`src/sptms_consts.vh`:
```
// constants for the slave trigger-mode select block
// assumes inclusion by bare name from the design files
//
// Notes on behaviour
// slave one bit n: 0 edge, 1 level
// slave two bit n: 0 edge, 1 level
// slave one override set ignores channel register
// slave one override uses init word level
// slave one override clear uses channel bits
// slave two override set ignores channel register
// slave two override uses init word level
// slave two override clear uses channel bits
// edge latches rising input; level follows high
`ifndef SPTMS_CONSTS_VH
`define SPTMS_CONSTS_VH
`define SPTMS_ADDR_W        12
`define SPTMS_OFF_SLAVE_ONE 12'hd03
`define SPTMS_OFF_SLAVE_TWO 12'hd04
`define SPTMS_SEL_RESET     8'h00
`define SPTMS_MODE_EDGE     1'h0
`define SPTMS_MODE_LEVEL    1'h1
`endif

```
`src/sptms_channel_detect.v`:
```
// one slave controller's eight request detectors
// assumes request inputs already synchronised to clk_sys
`timescale 1ns/100ps
`include "sptms_consts.vh"
module sptms_channel_detect (
	input  wire       clk_sys,
	input  wire       reset_n,
	input  wire [7:0] mode_sel,
	input  wire [7:0] req_in,
	input  wire [7:0] req_ack,
	output reg  [7:0] req_pend_reg
);
	reg  [7:0] req_prev_reg;
	reg  [7:0] req_pend_next;
	integer    i;

	always @* begin
		req_pend_next = req_pend_reg;
		for (i = 0; i < 8; i = i + 1) begin
			if (mode_sel[i] == `SPTMS_MODE_LEVEL) begin
				req_pend_next[i] = req_in[i];
			end else if (req_in[i] && !req_prev_reg[i]) begin
				req_pend_next[i] = 1'h1;
			end else if (req_ack[i]) begin
				req_pend_next[i] = 1'h0;
			end
		end
	end

	always @(posedge clk_sys or negedge reset_n) begin
		if (!reset_n) begin
			req_prev_reg <= 8'h00;
			req_pend_reg <= 8'h00;
		end else begin
			req_prev_reg <= req_in;
			req_pend_reg <= req_pend_next;
		end
	end
endmodule

```
`src/sptms_top.v`:
```
// trigger-mode selection for both slave interrupt controllers
// assumes a single-cycle config-space write/read port on clk_sys;
// request lines arrive from pins and are synchronised here
`timescale 1ns/100ps
`include "sptms_consts.vh"
module sptms_top (
	input  wire                     clk_sys,
	input  wire                     reset_n,
	input  wire [`SPTMS_ADDR_W-1:0] cfg_addr,
	input  wire                     cfg_wr,
	input  wire                     cfg_rd,
	input  wire [7:0]               cfg_wdata,
	output reg  [7:0]               cfg_rdata_reg,
	input  wire                     slave_one_global_override,
	input  wire                     slave_two_global_override,
	input  wire                     slave_one_global_level_select,
	input  wire                     slave_two_global_level_select,
	input  wire [7:0]               slave_one_req_in,
	input  wire [7:0]               slave_two_req_in,
	input  wire [7:0]               slave_one_req_ack,
	input  wire [7:0]               slave_two_req_ack,
	output wire [7:0]               slave_one_req_pend,
	output wire [7:0]               slave_two_req_pend,
	output reg  [7:0]               slave_one_mode_reg,
	output reg  [7:0]               slave_two_mode_reg
);
	// ------------------------------------------------------------
	// registers
	// ------------------------------------------------------------
	reg  [7:0] slave_one_channel_trigger_select_reg;
	reg  [7:0] slave_one_channel_trigger_select_next;
	reg  [7:0] slave_two_channel_trigger_select_reg;
	reg  [7:0] slave_two_channel_trigger_select_next;
	reg  [7:0] slave_one_mode_next;
	reg  [7:0] slave_two_mode_next;
	reg  [7:0] cfg_rdata_next;
	reg  [7:0] s1_sync1_reg;
	reg  [7:0] s1_sync2_reg;
	reg  [7:0] s2_sync1_reg;
	reg  [7:0] s2_sync2_reg;
	wire       slave_one_hit;
	wire       slave_two_hit;
	wire       slave_one_wr;
	wire       slave_two_wr;
	wire       slave_one_rd;
	wire       slave_two_rd;

	// ------------------------------------------------------------
	// helper functions
	// ------------------------------------------------------------
	// true when the offset selects the given register
	function sptms_addr_hit;
		input [`SPTMS_ADDR_W-1:0] addr;
		input [`SPTMS_ADDR_W-1:0] offset;
		begin
			sptms_addr_hit = (addr == offset);
		end
	endfunction

	// write data on a hit, otherwise hold the old value
	function [7:0] sptms_reg_update;
		input       hit;
		input [7:0] wdata;
		input [7:0] current;
		begin
			if (hit)
				sptms_reg_update = wdata;
			else
				sptms_reg_update = current;
		end
	endfunction

	// effective mode: override picks init-word level for all channels
	function [7:0] sptms_effective;
		input       override;
		input       level_sel;
		input [7:0] chan_sel;
		begin
			if (override)
				sptms_effective = {8{level_sel}};
			else
				sptms_effective = chan_sel;
		end
	endfunction

	// ------------------------------------------------------------
	// address decode
	// ------------------------------------------------------------
	assign slave_one_hit = sptms_addr_hit(cfg_addr,
		`SPTMS_OFF_SLAVE_ONE);
	assign slave_two_hit = sptms_addr_hit(cfg_addr,
		`SPTMS_OFF_SLAVE_TWO);

	// strobes to any other offset match nothing and are dropped
	assign slave_one_wr  = cfg_wr & slave_one_hit;
	assign slave_two_wr  = cfg_wr & slave_two_hit;
	assign slave_one_rd  = cfg_rd & slave_one_hit;
	assign slave_two_rd  = cfg_rd & slave_two_hit;

	// ------------------------------------------------------------
	// per-channel select registers
	// ------------------------------------------------------------
	always @* begin
		slave_one_channel_trigger_select_next = sptms_reg_update(
			slave_one_wr, cfg_wdata,
			slave_one_channel_trigger_select_reg);
		slave_two_channel_trigger_select_next = sptms_reg_update(
			slave_two_wr, cfg_wdata,
			slave_two_channel_trigger_select_reg);
	end

	always @(posedge clk_sys or negedge reset_n) begin
		if (!reset_n) begin
			slave_one_channel_trigger_select_reg <= `SPTMS_SEL_RESET;
		end else begin
			slave_one_channel_trigger_select_reg <=
				slave_one_channel_trigger_select_next;
		end
	end

	always @(posedge clk_sys or negedge reset_n) begin
		if (!reset_n) begin
			slave_two_channel_trigger_select_reg <= `SPTMS_SEL_RESET;
		end else begin
			slave_two_channel_trigger_select_reg <=
				slave_two_channel_trigger_select_next;
		end
	end

	// ------------------------------------------------------------
	// effective trigger mode
	// ------------------------------------------------------------
	// registered so a mode change reaches all eight detectors
	// on the same edge; costs one cycle of latency
	always @* begin
		slave_one_mode_next = sptms_effective(
			slave_one_global_override, // see R3
			slave_one_global_level_select,
			slave_one_channel_trigger_select_reg);
		slave_two_mode_next = sptms_effective(
			slave_two_global_override, // see R6
			slave_two_global_level_select,
			slave_two_channel_trigger_select_reg);
	end

	always @(posedge clk_sys or negedge reset_n) begin
		if (!reset_n) begin
			slave_one_mode_reg <= `SPTMS_SEL_RESET;
		end else begin
			slave_one_mode_reg <= slave_one_mode_next;
		end
	end

	always @(posedge clk_sys or negedge reset_n) begin
		if (!reset_n) begin
			slave_two_mode_reg <= `SPTMS_SEL_RESET;
		end else begin
			slave_two_mode_reg <= slave_two_mode_next;
		end
	end

	// ------------------------------------------------------------
	// read path
	// ------------------------------------------------------------
	// reads return the written selects, not the effective mode
	always @* begin
		cfg_rdata_next = 8'h00;
		if (slave_one_rd)
			cfg_rdata_next = slave_one_channel_trigger_select_reg;
		else if (slave_two_rd)
			cfg_rdata_next = slave_two_channel_trigger_select_reg;
	end

	// idle and unmapped reads leave zero on the bus
	always @(posedge clk_sys or negedge reset_n) begin
		if (!reset_n) begin
			cfg_rdata_reg <= 8'h00;
		end else begin
			cfg_rdata_reg <= cfg_rdata_next;
		end
	end

	// ------------------------------------------------------------
	// request synchronisers
	// ------------------------------------------------------------
	// two flops per pin; only the second stage feeds the detectors
	always @(posedge clk_sys or negedge reset_n) begin
		if (!reset_n) begin
			s1_sync1_reg <= 8'h00;
			s1_sync2_reg <= 8'h00;
		end else begin
			s1_sync1_reg <= slave_one_req_in;
			s1_sync2_reg <= s1_sync1_reg;
		end
	end

	always @(posedge clk_sys or negedge reset_n) begin
		if (!reset_n) begin
			s2_sync1_reg <= 8'h00;
			s2_sync2_reg <= 8'h00;
		end else begin
			s2_sync1_reg <= slave_two_req_in;
			s2_sync2_reg <= s2_sync1_reg;
		end
	end

	// ------------------------------------------------------------
	// detectors
	// ------------------------------------------------------------
	// reset clears the synchronisers and the edge history to low,
	// so a pin held high through reset is seen as a rising edge after it
	sptms_channel_detect u_slave_one (
		.clk_sys      (clk_sys),
		.reset_n      (reset_n),
		.mode_sel     (slave_one_mode_reg),
		.req_in       (s1_sync2_reg),
		.req_ack      (slave_one_req_ack),
		.req_pend_reg (slave_one_req_pend)
	);

	sptms_channel_detect u_slave_two (
		.clk_sys      (clk_sys),
		.reset_n      (reset_n),
		.mode_sel     (slave_two_mode_reg),
		.req_in       (s2_sync2_reg),
		.req_ack      (slave_two_req_ack),
		.req_pend_reg (slave_two_req_pend)
	);
endmodule
```
`config.mk`:
```
export PLATFORM = sky130hd
export DESIGN_NAME = sptms_top
export DESIGN_NICKNAME = d
export VERILOG_FILES = /design/src/sptms_channel_detect.v /design/src/sptms_top.v
export VERILOG_INCLUDE_DIRS = /design/src
export SDC_FILE = /design/constraint.sdc
export NUM_CORES = 1
export LEC_CHECK = 0
export BUFFER_PORTS_ARGS = -buffer_cell sky130_fd_sc_hd__buf_2
export CORE_AREA = 3 3 100 102
export CTS_BUF_LIST = sky130_fd_sc_hd__clkbuf_8
export DETAILED_ROUTE_END_ITERATION = 7
export DIE_AREA = 0 0 103 105
export PLACE_DENSITY = 0.59
export SYNTH_ARGS = -nofsm -noshare
export SYNTH_HDL_FRONTEND = slang
export SYNTH_SLANG_ARGS = --single-unit
export TNS_END_PERCENT = 50
```
`constraint.sdc`:
```
create_clock -name clk_sys -period 0.9 [get_ports clk_sys]
set_input_delay 0.18 -clock clk_sys [delete_from_list [all_inputs] [get_ports clk_sys]]
set_output_delay 0.18 -clock clk_sys [all_outputs]
set_load 0.01 [all_outputs]
```
==> results of run 1 <==
[cells by family (layout without fill, tap and decap cells)]
family | count (synthesis) | after routing | synth area share (%)
buffers and inverters | 17 | 177 | 1.960
and+or+nand+nor | 51 | 51 | 9.184
muxes | 16 | 16 | 5.227
AOI/OAI and AO/OA | 40 | 40 | 8.131
DFF | 104 | 104 | 75.50
[routing by layer]
| metal | wire [um] | global-route usage, % | vias to the layer above |
|---|---|---|---|
| li1 | - | - | 1085 |
| met2 | 3237 | 20.85 | 68 |
| met3 | 372 | 4.139 | 7 |
| met4 | 72 | 3.608 | 0 |
| met5 | 0 | 0 | - |
| met1 | 3124 | 17.34 | 1071 |
[synthesized netlist by cell type]
master,n,area share (%)
a22o_1,16,4.1
a22oi_1,8,1.7
and2_0,1,0.18
and3b_2,1,0.29
buf_4,1,0.22
dfrtp_1,104,75
inv_1,16,1.7
mux2_2,16,5.2
nand2_1,2,0.22
nand2b_1,16,2.9
nand4_1,1,0.18
nand4_2,2,0.73
nor2_1,24,2.6
nor3_1,1,0.15
nor3b_4,1,0.54
nor4b_4,2,1.4
o21ai_0,16,2.3
[how the worst min path moves through the flow]
stage | slack [ns] | start | to
after global placement | 0.20 | reset_n | u_slave_one.req_prev_reg[0]
after global routing | 0.05 | cfg_wdata[6] | slave_two_channel_trigger_select_reg[6]
after floorplan | -0.12 | reset_n | cfg_rdata_reg[0]
after detailed placement | 0.20 | reset_n | u_slave_one.req_prev_reg[0]
final | 0.06 | cfg_wdata[6] | slave_two_channel_trigger_select_reg[6]
after CTS | 0.05 | cfg_wdata[6] | slave_two_channel_trigger_select_reg[6]
[cells in the final DEF, fill, tap and decap left out, types with 8 or more instances in the layout]
cell           instances
dlygate4sd3_1         17
nand2b_1              13
dfrtp_1              104
clkbuf_8              10
buf_2                 88
mux2_2                16
buf_6                 13
a22oi_1                8
a22o_1                16
buf_4                 24
inv_1                 16
o21ai_0               16
nor2_1                24
[report_power, final]
group | total, mW | internal (mW) | leakage, nW | switching, mW
clock network | 3.02 | 1.41 | 0.105 | 1.61
logic | 0.804 | 0.445 | 1.01 | 0.359
registers | 4.99 | 4.89 | 1.29 | 0.103
[what timing repair did]
action                                  CTS  global route
hold buffers                             17             0
hold endpoints to repair                120             0
buffers inserted                         15             4
endpoints found under the setup margin   56            65
resized for setup                         6            10
pin swaps                                 3             3
[layout make-up]
class / count / area, um2 / share of cell area, %
repair buffers: 145 / 997.2 / 20.73
well taps: 111 / 138.9 / 2.887
clock buffers: 10 / 137.6 / 2.861
multi-input cells: 107 / 799.5 / 16.62
flip-flops and latches: 104 / 2603 / 54.10
clock inverters: 6 / 75.07 / 1.560
inverters: 16 / 60.06 / 1.248
==> impl_results.md, run 1 <==
- Largest net degree at the start of global routing: 39
- Final setup viols: 66
- Worst-Skew Late Latency: 0.36 ns
- Final Net Count: 443
- Power per Cell Area: 1832 nW/um2
- RSZ-0062 raised after global routing: yes
- DR WL/cell: 13.64 um
- Via/cell ratio: 4.471
- Total GRT Usage: 13.15%
- FF-to-FF Start: slave_two_mode_reg[3]
- Die area: 10820 um2
- Max Clock Skew: 0.008406 ns
- Layout cells sized above 1: 43.56%
- IO Count: 100
- Critical Path Source: slave_two_mode_reg[6]
- Final Hold Viols: 0
- Initial core utilization: 37.48%
- Mapped Cells: 228
- Worst Path Arrival: 0.91 ns
- Pre-Repair DR Iteration Count: 4
- DRC viols: 0
- Worst setup margin: -0.1936 ns
- Initial antenna violation count: 0
- Netlist Area Pre-Place: 3447 um2
- Crit path to: slave_two_mode_reg[6]
- Design area: 4811 um2
- Crit-path max FO: 3
- Vias: 2231
- Hold crit path type: in2reg
- Critical Path End Type: output pin
- Failing checks: negative setup slack
- # clock sinks: 104
- Max Root-Sink Buffers: 2
- CP bufs+invs: 1
- Synth Net Count: 288
- Largest stage delay on the critical path: 0.41 ns
- Number of DRC markers in iteration 0: 60
- Row count: 35
- First-pass GRT wire length: 10.98 mm
- Global route total overflow: 0
- Root buf cell: clkbuf_8
- Routability cong.: 0.7152
- Setup Total Neg Slack: -7.930 ns
- Core area: 9196 um2
- Area grow syn2layout: 39.56%
- Placed cell area: 4189 um2
- # Max-Cap Violations: 0
- Reg2reg setup slack: -0.15 ns
- Vias in the first global route: 2411
- Final non-filler cell total: 499
- Seq cells post-synth: 104
- Pre-CTS setup slack: -0.4611 ns
- Pwr Total: 8.813 mW
- Lkg Pwr: 2.412 nW
- Worst Tran Pin Value: 0.2948 ns
- Dpl cells: 447
- Slew Viols, Final: 0
- Port bufs: 99
- # fillers: 812
- Delay-heaviest family, CP: flip-flops
- Max-slew headroom: 80.26%
- Syn. warnings: 0
- Reg clk slew, reported paths: 0.11 ns
- Final core area utilization: 52.31%
- Total CTS buffers: 9
- Worst setup SP type: flip-flop
- Critical Path RT: 0.72 ns
- Register area share after synthesis: 75.50%
- Reg2reg end: u_slave_two.req_pend_reg[3]
- Post-synthesis cell type count: 17
- Slowest CP cell: dfrtp_1
- Clock tree from TritonCTS: done
- Hold slack final: 0.06491 ns
- Hold path cells: 2
- Die Height: 105 um
- Fmax: 0.9144 GHz
- Avg Synthesized Cell Area: 15.12 um2
- Worst ir drop on vdd: 0.0009185 V
- Dpl hpwl: 4.833 mm
- DRT antenna net count: 0
- CP Class: reg2out
- Status: finished with violations
- Chip Width: 103 um
- Worst r2r path cells: 4
- Detailed Route WL: 6.806 mm
- H-tree Lvls: 3
- Ant diodes: 0
- Tmin final: 1.094 ns
- Crit path cell chain: buf_2
- Tcrit/Tclk final: 121.5%
- CP Depth: 1
No activity file was read; power rests on OpenSTA's default activity.
==> run 2: changes to the inputs <==
--- a/config.mk
+++ b/config.mk
@@ -6,7 +6,7 @@
 export SDC_FILE = /design/constraint.sdc
 export NUM_CORES = 1
 export LEC_CHECK = 0
-export BUFFER_PORTS_ARGS = -buffer_cell sky130_fd_sc_hd__buf_2
+export BUFFER_PORTS_ARGS = -buffer_cell sky130_fd_sc_hd__clkbuf_2
 export CORE_AREA = 3 3 100 102
 export CTS_BUF_LIST = sky130_fd_sc_hd__clkbuf_8
 export DETAILED_ROUTE_END_ITERATION = 7
==> run 2 against run 1 <==
  * The run still ends with negative setup slack left
  * Total power fell by 1.9%
  * Sequential power barely moved
  * Fmax is 0.49% higher
  * First-iteration DRC count is 10% lower
  * Final area shrank 0.52%
  * Critical path type unchanged
  * Critical endpoint is now slave_two_mode_reg[3]
  * Highest routed layer unchanged
==> impl_results.md, run 2 (synthesis results as in run 1) <==
- Critical Path RT: 0.72 ns (about the same)
- Slowest CP cell: dfrtp_1
- Status: finished with violations
- Power per Cell Area: 1806 nW/um2 (-1.4%)
- Pwr Total: 8.645 mW (-1.9%)
- Final non-filler cell total: 504 (+1.0%)
- Slew Viols, Final: 0 (unchanged)
- Vias in the first global route: 2384 (-1.1%)
- Failing checks: negative setup slack
- Dpl cells: 448 (+0.22%)
- Global route total overflow: 0 (unchanged)
- Worst Path Arrival: 0.91 ns (about the same)
- Via/cell ratio: 4.498 (+0.61%)
- Routability cong.: 0.7278 (+1.8%)
- CP bufs+invs: 1 (unchanged)
- Total GRT Usage: 13.53% (+0.37 points)
- Setup Total Neg Slack: -7.161 ns (+0.7689 ns)
- Delay-heaviest family, CP: flip-flops
- DR WL/cell: 13.61 um (-0.25%)
- Reg clk slew, reported paths: 0.10 ns (about the same)
- Total CTS buffers: 9 (unchanged)
- Largest net degree at the start of global routing: 39 (unchanged)
- Worst setup margin: -0.1883 ns (+0.005326 ns)
- DRC viols: 0 (unchanged)
- Chip Width: 103 um (unchanged)
- Critical Path Source: slave_two_mode_reg[3]
- Pre-Repair DR Iteration Count: 4 (unchanged)
- Die area: 10820 um2 (unchanged)
- Largest stage delay on the critical path: 0.42 ns (about the same)
- Vias: 2267 (+1.6%)
- RSZ-0062 raised after global routing: yes
- Worst-Skew Late Latency: 0.36 ns (about the same)
- Worst r2r path cells: 3 (-1)
- Number of DRC markers in iteration 0: 54 (-10%)
- Crit path cell chain: clkbuf_2
- Crit path to: slave_two_mode_reg[3]
- Max-slew headroom: 79.98% (-0.28 points)
- # clock sinks: 104 (unchanged)
- Final setup viols: 65 (-1.5%)
- # Max-Cap Violations: 0 (unchanged)
- Lkg Pwr: 2.422 nW (+0.41%)
- Core area: 9196 um2 (unchanged)
- Port bufs: 99 (unchanged)
- Ant diodes: 0 (unchanged)
- Max Root-Sink Buffers: 2 (unchanged)
- Worst ir drop on vdd: 0.0008153 V (-11%)
- Most frequent cells in the layout: 104 x dfrtp_1, 94 x clkbuf_2, 29 x buf_4
- Tmin final: 1.088 ns (-0.005326 ns)
- First-pass GRT wire length: 11.24 mm (+2.3%)
- Initial antenna violation count: 0 (unchanged)
- Die Height: 105 um (unchanged)
- # fillers: 830 (+2.2%)
- Row count: 35 (unchanged)
- Critical Path End Type: output pin
- Reg2reg end: u_slave_one.req_pend_reg[7]
- IO Count: 100 (unchanged)
- Final Net Count: 448 (+1.1%)
- Final Hold Viols: 0 (unchanged)
- Clock tree from TritonCTS: done
- Hold crit path type: in2reg
- H-tree Lvls: 3 (unchanged)
- FF-to-FF Start: slave_one_mode_reg[7]
- Layout cells sized above 1: 43.77% (+0.21 points)
- DRT antenna net count: 0 (unchanged)
- Fmax: 0.9189 GHz (+0.49%)
- Tcrit/Tclk final: 120.9% (-0.59 points)
- Most common cell after layout, fill and taps aside: dfrtp_1
- Dpl hpwl: 4.832 mm (about the same)
- Pre-CTS setup slack: -0.4614 ns (-0.0002750 ns)
- CP Depth: 1 (unchanged)
- Worst setup SP type: flip-flop
- Crit-path max FO: 3 (unchanged)
- Reg2reg setup slack: -0.05 ns (+0.10 ns)
- Final core area utilization: 52.04% (-0.27 points)
- CP Class: reg2out
- Detailed Route WL: 6.857 mm (+0.75%)
- Area grow syn2layout: 38.84%
- Max Clock Skew: 0.01117 ns (+0.002767 ns)
- Worst Tran Pin Value: 0.2990 ns (+0.004220 ns)
- Root buf cell: clkbuf_8
- Initial core utilization: 37.48% (unchanged)
[run 2: cell type report]
| class | instances | area (um2) | area share [%] |
|---|---|---|---|
| inverters | 16 | 60.06 | 1.255 |
| clock inverters | 7 | 71.32 | 1.490 |
| multi-input cells | 107 | 792.0 | 16.55 |
| well taps | 111 | 138.9 | 2.902 |
| repair buffers | 150 | 997.2 | 20.84 |
| flip-flops and latches | 104 | 2603 | 54.38 |
| clock buffers | 9 | 123.9 | 2.588 |
[run 2: through the flow]
stage	area (um2)	hold slack (ns)
after global placement	4197	0.1960
after detailed placement	4197	0.1895
after global routing	4786	0.05700
final	4786	0.07236
after floorplan	3447	-0.1156
after CTS	4690	0.05362
[run 2: worst min-delay path by stage]
stage | startpoint | endpoint | slack, ns | depth (start not counted)
floorplan | reset_n | cfg_rdata_reg[0] | -0.12 | 0
global placement | reset_n | u_slave_one.req_prev_reg[0] | 0.20 | 2
detailed placement | reset_n | u_slave_one.req_prev_reg[0] | 0.19 | 2
CTS | cfg_wdata[6] | slave_two_channel_trigger_select_reg[6] | 0.05 | 2
global route | cfg_wdata[6] | slave_two_channel_trigger_select_reg[6] | 0.06 | 2
finish | cfg_wdata[6] | slave_two_channel_trigger_select_reg[6] | 0.07 | 2
[run 2: repair_timing]
item                                    4_1_cts  5_1_grt
hold buffers                                 17        0
hold endpoints to repair                    120        0
cloned                                        0        0
pin swaps                                     3        1
endpoints found under the setup margin       56       64
setup buffers                                16        7
gates resized for setup                       2       11
[run 2: layer usage]
metal,up-vias,part of all wire (%),global-route usage [%]
met4,0,0.79,4.995
met3,5,6.0,3.872
met5,-,0,0
met1,1095,45,18.25
met2,71,48,20.62
li1,1096,-,-
[run 2: where the power goes]
group / total, mW / switching [mW] / internal [mW]
registers: 4.99 / 0.104 / 4.89
logic: 0.837 / 0.367 / 0.470
clock network: 2.82 / 1.53 / 1.29
total: 8.65 / 2.00 / 6.64
==> run 3: changes to the inputs <==
--- a/config.mk
+++ b/config.mk
@@ -8,7 +8,6 @@
 export LEC_CHECK = 0
 export BUFFER_PORTS_ARGS = -buffer_cell sky130_fd_sc_hd__clkbuf_2
 export CORE_AREA = 3 3 100 102
-export CTS_BUF_LIST = sky130_fd_sc_hd__clkbuf_8
 export DETAILED_ROUTE_END_ITERATION = 7
 export DIE_AREA = 0 0 103 105
 export PLACE_DENSITY = 0.59
==> constraint.sdc (replaced) <==
create_clock -name clk_sys -period 1.27 [get_ports clk_sys]
set_input_delay 0.254 -clock clk_sys [delete_from_list [all_inputs] [get_ports clk_sys]]
set_output_delay 0.254 -clock clk_sys [all_outputs]
set_load 0.01 [all_outputs]
==> run 3 against run 2 <==
  * The flow now finishes without violations
  * Clock skew hardly changed
  * Sequential share of layout area is 3.2 points higher
  * Worst hold slack better by 0.077 ns
  * Register-to-register slack better by 0.48 ns
  * Non-clock buffer count is 27 lower
  * Total power is 30% lower
  * Worst setup slack better by 0.31 ns
  * Flip-flop and latch count stayed put
  * Routed wire length is 6.9% lower
  * Via count is 4.4% lower
  * Critical path type unchanged
  * Largest power group unchanged
==> impl_results.md, run 3 (synthesis results as in run 1) <==
- Status: complete, no violations
- Detailed Route WL: 6.381 mm (-6.9%)
- Row count: 35 (unchanged)
- Root buf cell: clkbuf_8
- Number of DRC markers in iteration 0: 89 (+65%)
- Layout cells sized above 1: 39.34% (-4.4 points)
- Tcrit/Tclk final: 90.71%
- Multi-input gate area: 777.0 um2 (-1.9%)
- # clock sinks: 104 (unchanged)
- IO Count: 100 (unchanged)
- Port bufs: 99 (unchanged)
- Slowest CP cell: dfrtp_1
- Via/cell ratio: 4.543 (+1.0%)
- Internal power: 4.669 mW (-30%)
- Final core area utilization: 49.12% (-2.9 points)
- Cts hold-fix bufs: 16 (-1)
- Routability cong.: 0.7245 (-0.45%)
- Vias: 2167 (-4.4%)
- Delay-heaviest family, CP: flip-flops
- Clock tree from TritonCTS: done
- Net switching power: 1.380 mW (-31%)
- Reg power frac: 58.4% (+0.7 points)
- Lkg Pwr: 2.262 nW (-6.6%)
- Max-slew headroom: 73.84% (-6.1 points)
- Combinational Power Share: 7.8% (-1.9 points)
- Total CTS buffers: 9 (unchanged)
- Pwr Total: 6.048 mW (-30%)
- Die area: 10820 um2 (unchanged)
- Postcts setup bufs: 0 (-16)
- Chip Width: 103 um (unchanged)
- First-pass GRT wire length: 10.56 mm (-6.0%)
- Global route total overflow: 0 (unchanged)
- Max Root-Sink Buffers: 2 (unchanged)
- H-tree Lvls: 3 (unchanged)
- Area grow syn2layout: 31.03%
- Clock share of power: 33.8% (+1.2 points)
- Slew Viols, Final: 0 (unchanged)
- RSZ-0062 raised after global routing: no
- Initial core utilization: 37.48% (unchanged)
- Worst Path Arrival: 0.90 ns (about the same)
- DR WL/cell: 13.38 um (-1.7%)
- Die Height: 105 um (unchanged)
- Final Net Count: 421 (-6.0%)
- Initial antenna violation count: 0 (unchanged)
- # fillers: 867 (+4.5%)
- Dpl cells: 444 (-0.89%)
- Vias in the first global route: 2236 (-6.2%)
- DRT antenna net count: 0 (unchanged)
- DRC viols: 0 (unchanged)
- Fmax: 0.8681 GHz
- Crit-path max FO: 3 (unchanged)
- Tmin final: 1.152 ns
- Worst setup SP type: flip-flop
- Sw Share: 22.81% (-0.36 points)
- CP Class: reg2out
- Worst-Skew Late Latency: 0.35 ns (about the same)
- Hold crit path type: in2reg
- # Max-Cap Violations: 0 (unchanged)
- Ant diodes: 0 (unchanged)
- Most frequent cells in the layout: 104 x dfrtp_1, 98 x clkbuf_2, 24 x nor2_1
- Largest net degree at the start of global routing: 76 (+95%)
- PostCTS Resize Cnt: 0 (-2)
- CP bufs+invs: 1 (unchanged)
- Power per Cell Area: 1339 nW/um2 (-26%)
- Max Clock Skew: 0.01108 ns (-0.00009230 ns)
- Core area: 9196 um2 (unchanged)
- Worst Tran Pin Value: 0.3924 ns (+0.09337 ns)
- Critical Path RT: 1.02 ns (+0.30 ns)
- Reg clk slew, reported paths: 0.10 ns (about the same)
- Most common cell after layout, fill and taps aside: dfrtp_1
- Crit path cell chain: clkbuf_2
- Reg2reg setup slack: 0.43 ns (+0.48 ns)
- Critical Path End Type: output pin
- Dpl hpwl: 4.613 mm (-4.5%)
- FF/Latch Area: 2603 um2 (unchanged)
- Final setup viols: 0 (-100%)
- Total GRT Usage: 12.84% (-0.69 points)
- Final non-filler cell total: 477 (-5.4%)
- Largest stage delay on the critical path: 0.40 ns (-0.02 ns)
- Pre-Repair DR Iteration Count: 4 (unchanged)
- Worst ir drop on vdd: 0.0004801 V (-41%)
- Final Hold Viols: 0 (unchanged)
run 3: layout make-up:
class | count | share of cell area [%]
multi-input cells | 107 | 17.20
well taps | 111 | 3.075
clock buffers | 10 | 3.047
clock inverters | 6 | 1.496
flip-flops and latches | 104 | 57.62
repair buffers | 123 | 16.23
inverters | 16 | 1.330
run 3: layer usage:
| metal | track usage [%] | up-vias | part of all wire (%) |
|---|---|---|---|
| met5 | 0 | - | 0 |
| met4 | 3.885 | 0 | 1.3 |
| met3 | 5.073 | 7 | 5.5 |
| met2 | 18.56 | 69 | 45 |
| met1 | 17.81 | 1050 | 48 |
| li1 | - | 1041 | - |
run 3: per-stage QoR:
stage | TNS, ns | area [um2] | setup slack [ns] | hold WS (ns)
after floorplan | -0.08665 | 3447 | -0.005926 | -0.04159
after detailed placement | -2.317 | 4141 | -0.1495 | 0.3088
after global routing | 0 | 4517 | 0.03550 | 0.1194
final | 0 | 4517 | 0.1180 | 0.1498
after CTS | 0 | 4507 | 0.08594 | 0.001929
after global placement | -2.224 | 4141 | -0.1433 | 0.3075
run 3: worst paths after layout:
path,from,depth (start not counted),end
min,cfg_wdata[6],2,slave_two_channel_trigger_select_reg[6]
max,slave_two_mode_reg[4],1,slave_two_mode_reg[4]
max reg2reg,slave_two_mode_reg[7],2,u_slave_two.req_pend_reg[7]
max in group asynchronous,reset_n,3,s2_sync2_reg[0]
min in group asynchronous,reset_n,3,u_slave_one.req_pend_reg[0]
min reg2reg,s1_sync1_reg[0],0,s1_sync2_reg[0]
run 3: power by group through the flow:
stage | sequential [mW] | clock, mW | combinational, mW
global route | 3.56 | 2.33 | 0.528
global placement | 3.60 | 0 | 0.433
CTS | 3.54 | 2.16 | 0.480
finish | 3.54 | 2.04 | 0.469
detailed placement | 3.60 | 0 | 0.441
floorplan | 3.63 | 0 | 0.115
